$ cat config.mk
export PLATFORM = sky130hd
export DESIGN_NAME = stepper_status_bank
export DESIGN_NICKNAME = d
export VERILOG_FILES = /design/src/hw/stepper_status_pkg.sv /design/src/hw/stepper_status_bank.sv /design/src/hw/sticky_fault.sv
export VERILOG_INCLUDE_DIRS = /design/src /design/src/hw
export SDC_FILE = /design/constraint.sdc
export NUM_CORES = 2
export LEC_CHECK = 0
export BUFFER_PORTS_ARGS = -buffer_cell sky130_fd_sc_hd__buf_2
export CAP_MARGIN = 20
export CELL_PAD_IN_SITES_DETAIL_PLACEMENT = 0
export CELL_PAD_IN_SITES_GLOBAL_PLACEMENT = 1
export CORE_ASPECT_RATIO = 0.8
export CORE_UTILIZATION = 35
export DETAILED_ROUTE_END_ITERATION = 16
export PLACE_DENSITY_LB_ADDON = 0.08
export SLEW_MARGIN = 40
export SYNTH_ARGS = -nofsm -noshare
export SYNTH_HDL_FRONTEND = slang
export SYNTH_SLANG_ARGS = --single-unit
export TNS_END_PERCENT = 30
$ cat constraint.sdc
create_clock -name ref_clk -period 2.5 [get_ports ref_clk]
set_input_delay 0 -clock ref_clk [delete_from_list [all_inputs] [get_ports ref_clk]]
set_output_delay 0 -clock ref_clk [all_outputs]
set_load 0.005 [all_outputs]
$ cat src/hw/stepper_status_defines.svh
// register numbers, field positions, reset values and status bit layout
`ifndef STEPPER_STATUS_DEFINES_SVH
`define STEPPER_STATUS_DEFINES_SVH
`define REG_ACT_POS_LO    6'h00
`define REG_ACT_POS_HI    6'h01
`define REG_TGT_POS_LO    6'h02
`define REG_TGT_POS_HI    6'h03
`define REG_PAGE_SELECT   6'h04
`define REG_LATCH_HI      6'h05
`define REG_TEMPERATURE   6'h06
`define REG_COMMAND       6'h07
`define REG_TYPE_ID       6'h08
`define REG_FW_VERSION    6'h09
`define REG_MUX_SHIFT     6'h0a
`define REG_SIG_CHAN      6'h0b
`define REG_MIN_DLEN      6'h0c
`define REG_DSTRUCT       6'h0d
`define REG_ALIGNMENT     6'h0f
`define REG_HW_VERSION    6'h10
`define REG_CODE_WORD     6'h1f
`define REG_PAGED_BASE    6'h20
`define PAGE_MAX          16'h0002
`define RST_PAGE_SELECT   16'h0000
`define RST_COMMAND       16'h0000
`define RST_ALIGNMENT     16'h7f80
`define RST_CODE_WORD     16'h0000
`define RST_HW_VERSION    16'h0000
`define VAL_MUX_SHIFT     16'h0128
`define VAL_SIG_CHAN      16'h0128
`define VAL_MIN_DLEN      16'h2828
`define VAL_DSTRUCT       16'h0004
`define FEAT1_IDX         5'h00
`define FEAT1_LATCH_ARRAY 9
`define FEAT1_LOCK_LOW    12
`define FEAT1_LOCK_HIGH   13
`define LATCH_COUNT_IDX   5'h05
`define RST_LATCH_COUNT   16'h0014
`define FEAT2_IDX         5'h14
`define FEAT2_IN1_INV     14
`define FEAT2_IN2_INV     15
`define CW_LATCH_EN0      0
`define CW_LATCH_EN3      3
`define CW_LATCH_EN4      4
`define CW_LATCH_REQ      6
`define CW_POS_LOAD       10
`define CW_POS_CLEAR      13
`define CB_ERR_ACK        6
`define SW_SUPPLY_LOW     9
`define SW_OVERTEMP       8
`define SW_ENC_LOCK       7
`define SW_LATCH_TGL      6
`define SW_LATCH_SHOWN    5
`define SW_LATCH_EVT      4
`define SW_TARGET_HIT     3
`define SW_POS_LOAD_ACK   2
`define SW_INPUT2         1
`define SW_INPUT1         0
`endif

$ cat src/hw/stepper_status_pkg.sv
// types shared by the status and register bank
`default_nettype none
package stepper_status_pkg;
  typedef logic [15:0] word_t;
  typedef enum logic [2:0] {
    POS_IDLE  = 3'b001,
    POS_WAIT  = 3'b010,
    POS_DONE  = 3'b100
  } pos_state_t;
endpackage
`default_nettype wire

$ cat src/hw/stepper_status_bank.sv
// status word and register map of a single-channel stepper output module
`include "stepper_status_defines.svh"
`default_nettype none
//
// Contract
// - supply low sets status bit 9 and forces the motor off
// - driver overtemperature sets status bit 8 and forces the motor off
// - encoder lock bit follows feature bits 12/13 and the latch input
// - latch request toggle flips ack bit next cycle; latch data is loaded on the event
// - latch-shown bit tells whether bytes 2,3 carry latch or position
// - latch event flag needs an enable bit; array waits for count
// - target reached flag, only meaningful in path control mode
// - clear or load position command acknowledged once done
// - status bit 1 is input 2, inverted by feature 2 bit 15
// - status bit 0 is input 1, inverted by feature 2 bit 14
// - parameter registers readable over register access; read-only ones ignore writes
// - registers 0-31 fixed, 32-63 chosen by page select
// - page select holds 0 to 2, resets to zero
// - target position is a 32-bit low and high word pair, read/write
module stepper_status_bank #(
  parameter logic [15:0] TYPE_ID    = 16'h0abc, // arbitrary value
  parameter logic [15:0] FW_VERSION = 16'h0101  // arbitrary value
) (
  input  wire logic        ref_clk,
  input  wire logic        rst_n,
  input  wire logic [15:0] control_word,
  input  wire logic [7:0]  control_byte,
  input  wire logic        path_control_mode,
  input  wire logic        supply_low,
  input  wire logic        driver_overtemp,
  input  wire logic        encoder_enable,
  input  wire logic        latch_input,
  input  wire logic        latch_event,
  input  wire logic        target_reached,
  input  wire logic        pos_op_done,
  input  wire logic [31:0] actual_pos,
  input  wire logic [15:0] temperature,
  input  wire logic        din1,
  input  wire logic        din2,
  input  wire logic        reg_req,
  input  wire logic        reg_write,
  input  wire logic [5:0]  reg_addr,
  input  wire logic [15:0] reg_wdata,
  output var  logic [15:0] reg_rdata,
  output var  logic        reg_ack,
  output var  logic [15:0] status_word,
  output var  logic [15:0] data_bytes23,
  output var  logic        motor_off,
  output var  logic        pos_clear,
  output var  logic        pos_load,
  output var  logic [31:0] pos_load_value
);
  logic        fault_uv;
  logic        fault_ot;
  logic        err_ack;
  logic [15:0] page_r, page_nxt;
  logic [15:0] tgt_lo_r, tgt_lo_nxt;
  logic [15:0] tgt_hi_r, tgt_hi_nxt;
  logic [15:0] cmd_r, cmd_nxt;
  logic [15:0] align_r, align_nxt;
  logic [15:0] hwver_r, hwver_nxt;
  logic [15:0] code_r, code_nxt;
  logic [15:0] paged_r [0:2][0:31];
  logic [15:0] paged_nxt [0:2][0:31];
  logic [31:0] latch_val_r, latch_val_nxt;
  logic        req_seen_r, req_seen_nxt;
  logic        tgl_ack_r, tgl_ack_nxt;
  logic        lvalid_r, lvalid_nxt;
  logic [15:0] lcount_r, lcount_nxt;
  logic        shown_r;
  logic [15:0] rdata_r, rdata_nxt;
  logic        ack_r, ack_nxt;
  logic        reg_take;
  stepper_status_pkg::pos_state_t pos_r, pos_nxt;
  logic        feat_lock_lo, feat_lock_hi, feat_array;
  logic        latch_en, pos_cmd;
  logic [15:0] feat1, feat2;
  logic [1:0]  pg;

  assign err_ack = control_byte[`CB_ERR_ACK];
  // latched until acknowledged while the cause is gone
  sticky_fault u_uv (
    .ref_clk (ref_clk),
    .rst_n   (rst_n),
    .cond    (supply_low),
    .ack     (err_ack),
    .flag    (fault_uv)
  );
  sticky_fault u_ot (
    .ref_clk (ref_clk),
    .rst_n   (rst_n),
    .cond    (driver_overtemp),
    .ack     (err_ack),
    .flag    (fault_ot)
  );
  assign motor_off = fault_uv | fault_ot;

  assign pg      = page_r[1:0];
  assign feat1   = paged_r[0][`FEAT1_IDX];
  assign feat2   = paged_r[0][`FEAT2_IDX];
  assign feat_lock_lo = feat1[`FEAT1_LOCK_LOW];
  assign feat_lock_hi = feat1[`FEAT1_LOCK_HIGH];
  assign feat_array   = feat1[`FEAT1_LATCH_ARRAY];
  assign latch_en = control_word[`CW_LATCH_EN0] |
                    control_word[`CW_LATCH_EN3] |
                    control_word[`CW_LATCH_EN4];
  assign pos_cmd  = control_word[`CW_POS_CLEAR] |
                    control_word[`CW_POS_LOAD];
  // a request is taken while ack is low, so one still held is taken again every other cycle; the host drops it after seeing ack
  assign reg_take = reg_req && !ack_r;
  assign ack_nxt  = reg_take;

  // register writes; read-only and reserved numbers fall through
  always_comb begin
    page_nxt   = page_r;
    tgt_lo_nxt = tgt_lo_r;
    tgt_hi_nxt = tgt_hi_r;
    cmd_nxt    = cmd_r;
    align_nxt  = align_r;
    hwver_nxt  = hwver_r;
    code_nxt   = code_r;
    paged_nxt  = paged_r;
    if (reg_take && reg_write) begin
      if (reg_addr >= `REG_PAGED_BASE) begin
        paged_nxt[pg][reg_addr[4:0]] = reg_wdata;
      end else begin
        unique case (reg_addr)
          `REG_TGT_POS_LO:  tgt_lo_nxt = reg_wdata;
          `REG_TGT_POS_HI:  tgt_hi_nxt = reg_wdata;
          `REG_PAGE_SELECT: begin
            // out-of-range page values are dropped
            if (reg_wdata <= `PAGE_MAX) begin
              page_nxt = reg_wdata;
            end
          end
          `REG_COMMAND:     cmd_nxt   = reg_wdata;
          `REG_ALIGNMENT:   align_nxt = reg_wdata;
          `REG_HW_VERSION:  hwver_nxt = reg_wdata;
          `REG_CODE_WORD:   code_nxt  = reg_wdata;
          default: ;
        endcase
      end
    end
  end

  // read mux
  always_comb begin
    rdata_nxt = rdata_r;
    if (reg_take) begin
      rdata_nxt = 16'h0000;
      if (reg_addr >= `REG_PAGED_BASE) begin
        rdata_nxt = paged_r[pg][reg_addr[4:0]];
      end else begin
        unique case (reg_addr)
          `REG_ACT_POS_LO:  rdata_nxt = actual_pos[15:0];
          `REG_ACT_POS_HI:  rdata_nxt = actual_pos[31:16];
          `REG_TGT_POS_LO:  rdata_nxt = tgt_lo_r;
          `REG_TGT_POS_HI:  rdata_nxt = tgt_hi_r;
          `REG_PAGE_SELECT: rdata_nxt = page_r;
          `REG_LATCH_HI:    rdata_nxt = latch_val_r[31:16];
          `REG_TEMPERATURE: rdata_nxt = temperature;
          `REG_COMMAND:     rdata_nxt = cmd_r;
          `REG_TYPE_ID:     rdata_nxt = TYPE_ID;
          `REG_FW_VERSION:  rdata_nxt = FW_VERSION;
          `REG_MUX_SHIFT:   rdata_nxt = `VAL_MUX_SHIFT;
          `REG_SIG_CHAN:    rdata_nxt = `VAL_SIG_CHAN;
          `REG_MIN_DLEN:    rdata_nxt = `VAL_MIN_DLEN;
          `REG_DSTRUCT:     rdata_nxt = `VAL_DSTRUCT;
          `REG_ALIGNMENT:   rdata_nxt = align_r;
          `REG_HW_VERSION:  rdata_nxt = hwver_r;
          `REG_CODE_WORD:   rdata_nxt = code_r;
          default:          rdata_nxt = 16'h0000;
        endcase
      end
    end
  end

  always_ff @(posedge ref_clk or negedge rst_n) begin
    if (!rst_n) begin
      page_r   <= `RST_PAGE_SELECT;
      tgt_lo_r <= 16'h0000;
      tgt_hi_r <= 16'h0000;
      cmd_r    <= `RST_COMMAND;
      align_r  <= `RST_ALIGNMENT;
      hwver_r  <= `RST_HW_VERSION;
      code_r   <= `RST_CODE_WORD;
      rdata_r  <= 16'h0000;
      ack_r    <= 1'b0;
      for (int p = 0; p < 3; p++) begin
        for (int i = 0; i < 32; i++) begin
          paged_r[p][i] <= 16'h0000;
        end
      end
      paged_r[0][`LATCH_COUNT_IDX] <= `RST_LATCH_COUNT;
    end else begin
      page_r   <= page_nxt;
      tgt_lo_r <= tgt_lo_nxt;
      tgt_hi_r <= tgt_hi_nxt;
      cmd_r    <= cmd_nxt;
      align_r  <= align_nxt;
      hwver_r  <= hwver_nxt;
      code_r   <= code_nxt;
      paged_r  <= paged_nxt;
      rdata_r  <= rdata_nxt;
      ack_r    <= ack_nxt;
    end
  end
  assign reg_rdata = rdata_r;
  assign reg_ack   = ack_r;

  // latch handshake: capture on event, flip ack once data is in place
  always_comb begin
    latch_val_nxt = latch_val_r;
    req_seen_nxt  = control_word[`CW_LATCH_REQ];
    tgl_ack_nxt   = tgl_ack_r;
    lvalid_nxt    = lvalid_r;
    lcount_nxt    = lcount_r;
    if (latch_event && latch_en) begin
      latch_val_nxt = actual_pos;
      if (feat_array) begin
        lcount_nxt = lcount_r + 16'h0001;
        // flag waits for the configured number of stored values
        if (lcount_nxt >= paged_r[0][`LATCH_COUNT_IDX]) begin
          lvalid_nxt = 1'b1;
        end
      end else begin
        lvalid_nxt = 1'b1;
      end
    end
    if (!latch_en) begin
      lvalid_nxt = 1'b0;
      lcount_nxt = 16'h0000;
    end
    if (control_word[`CW_LATCH_REQ] != req_seen_r) begin
      tgl_ack_nxt = control_word[`CW_LATCH_REQ];
    end
  end

  always_ff @(posedge ref_clk or negedge rst_n) begin
    if (!rst_n) begin
      latch_val_r <= 32'h0000_0000;
      req_seen_r  <= 1'b0;
      tgl_ack_r   <= 1'b0;
      lvalid_r    <= 1'b0;
      lcount_r    <= 16'h0000;
      shown_r     <= 1'b0;
    end else begin
      latch_val_r <= latch_val_nxt;
      req_seen_r  <= req_seen_nxt;
      tgl_ack_r   <= tgl_ack_nxt;
      lvalid_r    <= lvalid_nxt;
      lcount_r    <= lcount_nxt;
      shown_r     <= control_word[`CW_LATCH_REQ];
    end
  end

  // bytes 2,3 carry the latch low word while the latch is shown
  always_ff @(posedge ref_clk or negedge rst_n) begin
    if (!rst_n) begin
      data_bytes23 <= 16'h0000;
    end else if (control_word[`CW_LATCH_REQ]) begin
      data_bytes23 <= latch_val_r[15:0];
    end else begin
      data_bytes23 <= actual_pos[15:0];
    end
  end

  // position clear/load handshake
  always_comb begin
    pos_nxt = pos_r;
    unique case (pos_r)
      stepper_status_pkg::POS_IDLE: begin
        if (pos_cmd) begin
          pos_nxt = stepper_status_pkg::POS_WAIT;
        end
      end
      stepper_status_pkg::POS_WAIT: begin
        if (pos_op_done) begin
          pos_nxt = stepper_status_pkg::POS_DONE;
        end
      end
      stepper_status_pkg::POS_DONE: begin
        // ack holds until the host drops the command
        if (!pos_cmd) begin
          pos_nxt = stepper_status_pkg::POS_IDLE;
        end
      end
      default: pos_nxt = stepper_status_pkg::POS_IDLE;
    endcase
  end
  always_ff @(posedge ref_clk or negedge rst_n) begin
    if (!rst_n) begin
      pos_r <= stepper_status_pkg::POS_IDLE;
    end else begin
      pos_r <= pos_nxt;
    end
  end
  assign pos_clear = (pos_r == stepper_status_pkg::POS_WAIT) &&
                     control_word[`CW_POS_CLEAR];
  assign pos_load  = (pos_r == stepper_status_pkg::POS_WAIT) &&
                     control_word[`CW_POS_LOAD] &&
                     !control_word[`CW_POS_CLEAR];
  assign pos_load_value = {tgt_hi_r, tgt_lo_r};

  always_comb begin
    status_word = 16'h0000;
    status_word[`SW_SUPPLY_LOW] = fault_uv;
    status_word[`SW_OVERTEMP]   = fault_ot;
    status_word[`SW_ENC_LOCK]   = !encoder_enable &&
        ((feat_lock_lo && !latch_input) ||
         (feat_lock_hi && latch_input));
    status_word[`SW_LATCH_TGL]   = tgl_ack_r;
    status_word[`SW_LATCH_SHOWN] = shown_r;
    status_word[`SW_LATCH_EVT]   = lvalid_r;
    status_word[`SW_TARGET_HIT]  = path_control_mode &&
                                   target_reached;
    status_word[`SW_POS_LOAD_ACK] =
        (pos_r == stepper_status_pkg::POS_DONE);
    status_word[`SW_INPUT2] = din2 ^ feat2[`FEAT2_IN2_INV];
    status_word[`SW_INPUT1] = din1 ^ feat2[`FEAT2_IN1_INV];
  end

  property p_uv_off;
    @(posedge ref_clk) disable iff (!rst_n)
      supply_low |=> status_word[`SW_SUPPLY_LOW] && motor_off;
  endproperty
  a_uv_off: assert property (p_uv_off)
    else $error("supply_low_flag not flagged");
  property p_ot_off;
    @(posedge ref_clk) disable iff (!rst_n)
      driver_overtemp |=> status_word[`SW_OVERTEMP] && motor_off;
  endproperty
  a_ot_off: assert property (p_ot_off)
    else $error("overtemperature not flagged");
  property p_enc;
    @(posedge ref_clk) disable iff (!rst_n)
      encoder_enable |-> !status_word[`SW_ENC_LOCK];
  endproperty
  a_enc: assert property (p_enc)
    else $error("encoder lock set while enabled");
  property p_tgl;
    @(posedge ref_clk) disable iff (!rst_n)
      $changed(control_word[`CW_LATCH_REQ]) |=>
        status_word[`SW_LATCH_TGL] == $past(control_word[`CW_LATCH_REQ]);
  endproperty
  a_tgl: assert property (p_tgl)
    else $error("latch toggle ack missing");
  property p_page;
    @(posedge ref_clk) disable iff (!rst_n)
      page_r <= `PAGE_MAX;
  endproperty
  a_page: assert property (p_page)
    else $error("page select out of range");
  property p_tgt;
    @(posedge ref_clk) disable iff (!rst_n)
      path_control_mode == 1'b0 |-> !status_word[`SW_TARGET_HIT];
  endproperty
  a_tgt: assert property (p_tgt)
    else $error("target flag outside path control");
  property p_posack;
    @(posedge ref_clk) disable iff (!rst_n)
      status_word[`SW_POS_LOAD_ACK] |-> $past(pos_op_done, 1) ||
        $past(status_word[`SW_POS_LOAD_ACK], 1);
  endproperty
  a_posack: assert property (p_posack)
    else $error("position ack without completion");
  property p_in;
    @(posedge ref_clk) disable iff (!rst_n)
      status_word[`SW_INPUT1] == (din1 ^ paged_r[0][`FEAT2_IDX][14]) &&
      status_word[`SW_INPUT2] == (din2 ^ paged_r[0][`FEAT2_IDX][15]);
  endproperty
  a_in: assert property (p_in)
    else $error("digital input evaluation wrong");
  property p_ro;
    @(posedge ref_clk) disable iff (!rst_n)
      reg_req && reg_write && reg_addr == `REG_CODE_WORD - 6'h01 |=>
        $stable(code_r) && $stable(hwver_r);
  endproperty
  a_ro: assert property (p_ro)
    else $error("reserved write changed state");
endmodule
`default_nettype wire

$ cat src/hw/sticky_fault.sv
// one latched fault indication with host acknowledge
`default_nettype none
module sticky_fault (
  input  wire logic ref_clk,
  input  wire logic rst_n,
  input  wire logic cond,
  input  wire logic ack,
  output var  logic flag
);
  logic flag_r;
  logic flag_nxt;
  // condition still present keeps the flag: set wins over acknowledge
  always_comb begin
    flag_nxt = flag_r;
    if (ack) begin
      flag_nxt = 1'b0;
    end
    if (cond) begin
      flag_nxt = 1'b1;
    end
  end
  always_ff @(posedge ref_clk or negedge rst_n) begin
    if (!rst_n) begin
      flag_r <= 1'b0;
    end else begin
      flag_r <= flag_nxt;
    end
  end
  assign flag = flag_r;
endmodule
`default_nettype wire

### After elaboration in Yosys (flattened, before gate mapping)

Cells that the tools add are included.

* latch bits: 0
* memory bits (read-only): 0
* register bits: 1737
* input bits: 108
* word-level logic and storage cells: 217
* RAM bits: 0
* memories kept: 0

* add/subtract/negate cells: 1
* magnitude comparators: 7
* multipliers: 0
* reduce and logical (&&, ||, !) cells: 32
* shift-type cells: 0
* equal/unequal tests: 26
* div/mod/pow operators: 0
* bitwise gates (word level): 9
* muxes and demuxes: 28

Operators by type and width (count)
* 1536-bit bitwise mux: 1
* 512-bit two-way mux: 3
* 512-bit binary-select mux with 2-bit select: 1
* 512-bit demux with 2-bit select: 1
* 16-bit one-hot mux with 16 select lines: 1
* 16-bit two-way mux: 8
* 16-bit binary-select mux with 5-bit select: 1
* 16-bit demux with 5-bit select: 1
* 6-bit by 4-bit equality test with 1-bit output, second input constant: 7
* 6-bit by 3-bit equality test with 1-bit output, second input constant: 4
* 3-bit AND reduction: 7
* 16-bit by 1-bit adder with 16-bit output, second input constant: 1
* 16-bit >= comparator: 1
* 16-bit by 2-bit less-or-equal comparator with 1-bit output, second input constant: 1
* 6-bit by 2-bit equality test with 1-bit output, second input constant: 2
* 6-bit by 5-bit equality test with 1-bit output, second input constant: 2
* 6-bit >= comparator, second input constant: 2
* 1-bit logical AND: 12
* 3-bit two-way mux: 3
* 3-bit one-hot mux with 3 select lines: 1
* 2-bit != test, second input constant: 4
* 1-bit two-way mux: 7
* 6-bit by 1-bit equality test with 1-bit output, second input constant: 1
* 6-bit logical NOT: 1
* 20 further kinds: 30

### Longest topological paths before layout

* word-level depth: 8
* gate-level depth with buffers: 14
* gate-level depth less buffers: 14

### By module

A second synthesis with hierarchy kept.

* cell total of the unflattened synthesis: 6301
* area, all modules: 82271.4 sq um

Modules (own cells, without submodules)
* stepper_status_bank: times used 1, area each 82198.8 sq um, cells an instance 6295
* sticky_fault: times used 2, area each 36.3 sq um, cells an instance 3

### Worst setup path after synthesis

Ideal clock, no wire load.

* path type: flip-flop to flip-flop
* start point: reg lcount_r[2]
* end point: reg lvalid_r
* path buffers: 0
* path slack: -0.143 ns
* setup time: 0.124 ns
* stages on the path, launching flop included: 13
* arrival time: 2.519 ns
* period minus slack after synthesis: 2.643 ns
* cell sequence: dfrtp_1 -> nand3_1 -> nor4_1 -> nand3_1 -> nor2_1 -> xor2_1 -> ha_1 -> a21oi_1 -> nor2b_1 -> o21ai_0 -> o2111ai_1 -> a211oi_1 -> nor2_1

* cells in the longest elaborated chain, start to end: 4

RTL lines
* from (decl): line stepper_status_bank.sv:69 `logic [15:0] lcount_r, lcount_nxt;`
* from (signal assigned): line stepper_status_bank.sv:252 `lcount_r <= lcount_nxt;`
* 16-bit by 1-bit adder with 16-bit output: line stepper_status_bank.sv:221 `lcount_nxt = lcount_r + 16'h0001;`
* 16-bit >= comparator: line stepper_status_bank.sv:223 `` if (lcount_nxt >= paged_r[0][`LATCH_COUNT_IDX]) begin ``
* 3-bit by 2-bit != test with 1-bit output (no line)
* 2-bit AND reduction (no line)
* to (signal assigned): line stepper_status_bank.sv:251 `lvalid_r <= lvalid_nxt;`
* to (decl): line stepper_status_bank.sv:68 `logic lvalid_r, lvalid_nxt;`

No other way between the ends.
A chain may end at the register's enable or synchronous reset.

### Worst setup path in the final report

* start point: reg page_r[1]
* end point: reg rdata_r[6] (netlist: reg_rdata[6])

* cells in the longest elaborated chain, start to end: 8

RTL lines
* from (decl): line stepper_status_bank.sv:56 `logic [15:0] page_r, page_nxt;`
* from (signal assigned): line stepper_status_bank.sv:180 `` page_r <= `RST_PAGE_SELECT; ``
* from (signal assigned): line stepper_status_bank.sv:196 `page_r <= page_nxt;`
* 2-bit inverter with 3-bit output (implied by the code): line stepper_status_bank.sv:152 `rdata_nxt = paged_r[pg][reg_addr[4:0]];`
* 512-bit binary-select mux with 2-bit select: line stepper_status_bank.sv:152
* 512-bit two-way mux (implied by the code) (2 in series): line stepper_status_bank.sv:152
* 16-bit binary-select mux with 5-bit select: line stepper_status_bank.sv:152
* 16-bit two-way mux (implied by the code) (2 in series): line stepper_status_bank.sv:152
* 16-bit two-way mux: line stepper_status_bank.sv:151 `` if (reg_addr >= `REG_PAGED_BASE) begin ``
* to (signal assigned): line stepper_status_bank.sv:204 `rdata_r <= rdata_nxt;`
* to (decl): line stepper_status_bank.sv:71 `logic [15:0] rdata_r, rdata_nxt;`

No other way between the ends. The select of a mux whose other input is x is not followed.

==> summary.txt <==
outcome = complete, but fails checks
failing checks = setup timing
CTS tree = yes
Slew Limit Headroom = 37.0%
CP Launch Type = register
drt via density = 5.67
EDFF count, synth = 0
die area = 234000 um2
Vias = 58200
Clk pin slew, worst setup/hold paths = 70 ps
Layout area overhead = 26.2%
Rows = 157
final setup margin = -721 ps
RSZ-0062 raised after global routing = true
Fin Clk Skew = 76.6 ps
critical path class = register to register
Syn Area/Cell = 13.1 um2
share of layout cells above drive strength 1 = 48.7%
final hold vios = 0
post-synthesis cell area = 81200 um2
H-tree Lvls = 4
Routed wire per std cell = 31.9 um
CP most frequent cell = buf_12
clock period minus worst slack = 3220 ps
CTS Buf Count = 197
Top Ports = 192
Final Cycle Share = 129%
count of cell types in the netlist = 80
Critical Path Sink Type = register
I/O Buffers = 168
final setup fails = 1198
Die Y = 433 um
Worst Setup SP = page_r[1]
post-synthesis sequential area ratio = 53.5%
Max stage delay on crit path = 550 ps
flop2flop setup slack = -720 ps
worst-path cell chain = buf_12, buf_12, buf_12, buf_6, mux2_4, a221oi_4, a211oi_2, or4_4, a2111o_1, o311ai_4, buf_6, a31oi_1
Final Core Density = 44.6%
ANT nets after route = 0
DRT iter0 DRCs = 5082
first-pass GRT wire length = 464 mm
largest net degree at the start of global routing = 135
initial antenna violation count = 24
worst vdd ir = 0.000477 V
Max FO, Critical Path = 7
All-Layer GR Usage = 27.7%
pwr dens = 610 nW/um2
hold path startpoint = reg_wdata[4]
biggest regs = paged_r: 1504 flops, latch_val_r: 32 flops
Most used DFF post-synth = dfrtp_1
RePlAce Congestion = 0.887
R2R Path Start = page_r[1]
P_leak = 50.8 nW
dpl hpwl = 214 mm
Yosys warnings = 0
clk sinks = 1737
Data required, critical path = 3260 ps
Die X = 541 um
vias in the first global route = 58000
Clock Path Buffers = 4
Syn Inst Count = 6211
initial core utilization = 35.4%
Max Freq = 0.310 GHz
final WL = 327 mm
latest clock arrival within the worst-skew pair = 880 ps
worst slack, placed = -1260 ps
reported max-cap violation count = 0
Least-Margin Pin Slew = 945 ps
Fin Setup TNS = -204900 ps
HP Class = primary input to register
nets = 7195
area of the core = 230000 um2
GR Overflow Total = 0
DRC Markers = 0
CTS root buffer = clkbuf_16
Post-synth ARST share = 100%
Slowest cell on crit path = or4_4
register bank with the most flops = paged_r
DRT Pass-1 Iters = 6
Arr. time, crit path = 3980 ps
synthesis-stage register bit count = 1737
fin. max-slew vios = 0
Min Hold Slack = 39.3 ps
max reg flops = 1504
-- cells in the final DEF (no fill, tap or decap), types with 14 or more instances in the layout --
master / count
a211oi_1: 19
a21oi_1: 229
a221o_1: 54
a221oi_1: 152
a221oi_2: 44
a22oi_1: 62
a31oi_1: 17
buf_12: 200
buf_2: 149
buf_4: 690
buf_6: 38
clkbuf_1: 40
clkbuf_16: 205
clkbuf_8: 54
clkinv_2: 41
dfrtp_1: 1724
dlygate4sd3_1: 134
ha_1: 15
inv_1: 21
mux2_1: 78
mux2_2: 1829
mux2i_1: 269
mux4_2: 20
nand2_1: 158
nand3_1: 59
nand4_1: 20
nor2_1: 213
nor2_2: 23
nor2b_1: 17
nor3_1: 34
nor3_2: 28
o211ai_1: 17
o21ai_0: 150
o21ai_1: 20
o22ai_1: 20
or3_1: 25
xor2_1: 14
-- per-stage QoR --
step / instances / area [um2] / total power, mW
CTS: 10200 / 102000 / 63.1
global route: 10300 / 102000 / 64.5
finish: 10300 / 102000 / 62.5
global placement: 9682 / 92100 / 33.2
detailed placement: 9683 / 92200 / 33.2
floorplan: 6216 / 81300 / 30.3
-- layer usage --
layer	wire length, um	GRT usage (%)	vias to the layer above
met4	8090	6.71	16
met3	19500	4.50	370
met2	135000	39.4	1700
li1	-	-	24700
met1	164000	43.0	31400
met5	111	0	-
-- Yosys cell counts (63+ instances only) --
cell type | instances | share of area [%]
mux2_2 | 1831 | 25
dfrtp_1 | 1726 | 53
clkbuf_1 | 310 | 1.4
mux2i_1 | 269 | 3.3
a21oi_1 | 243 | 1.5
nor2_1 | 229 | 1.1
a221oi_1 | 200 | 2.2
nand2_1 | 162 | 0.75
o21ai_0 | 161 | 0.99
buf_2 | 158 | 0.97
mux2_1 | 84 | 1.2
nand3_1 | 67 | 0.41
a22oi_1 | 64 | 0.59
buf_4 | 63 | 0.58
-- logic make-up after synthesis --
kind of cell	count (synthesis)	share of synthesized area, %
XOR/XNOR	24	0.259
adder cells (fa/ha/maj)	18	0.274
multiplexers	2204	30.4
buffers and inverters	613	3.50
AO/OA/AOI/OAI	952	8.11
flip-flops	1737	53.5
other	1	0.00462
AND/OR/NAND/NOR	662	3.89
-- layout make-up --
type                            instances  area [um2]
Fill cell                           21100      127000
Sequential cell                      1737       43500
Multi-Input combinational cell       3866       36200
Timing Repair Buffer                 1241       12400
Clock buffer                          295        5920
Tap cell                             3021        3780
Clock inverter                         57         522
Inverter                               27         114
Antenna cell                            9        22.5
-- what timing repair did --
| action | in CTS | in global routing |
|---|---|---|
| setup buffers | 36 | 26 |
| gates cloned | 12 | 4 |
| pin swaps | 53 | 54 |
| setup endpoints to repair | 1463 | 1389 |
| hold buffers | 135 | 0 |
| gates resized for setup | 192 | 106 |
| endpoints found under the hold margin | 2897 | 0 |
-- worst max-delay path, delay by kind of cell, from the launching register on --
| kind | cells | cell delay [ps] |
|---|---|---|
| mux | 1 | 300 |
| compound gates | 5 | 1020 |
| buf+inv | 5 | 700 |
| simple gates | 1 | 550 |
| flops | 1 | 510 |
-- path summary, 6_finish.rpt --
check / endpoint / cells after the start
max in group asynchronous: paged_r[1234] / 5
max: reg_rdata[6] / 12
min reg2reg: feat2[6] / 1
max reg2reg: reg_rdata[6] / 12
min: paged_r[1108] / 3
min in group asynchronous: paged_r[111] / 4
-- power breakdown --
group | switching, mW | internal [mW]
logic | 2.89 | 1.40
registers | 0.322 | 28.4
clock network | 12.3 | 17.1
total | 15.6 | 46.9
Note: power is estimated with default switching activity, not from simulation.
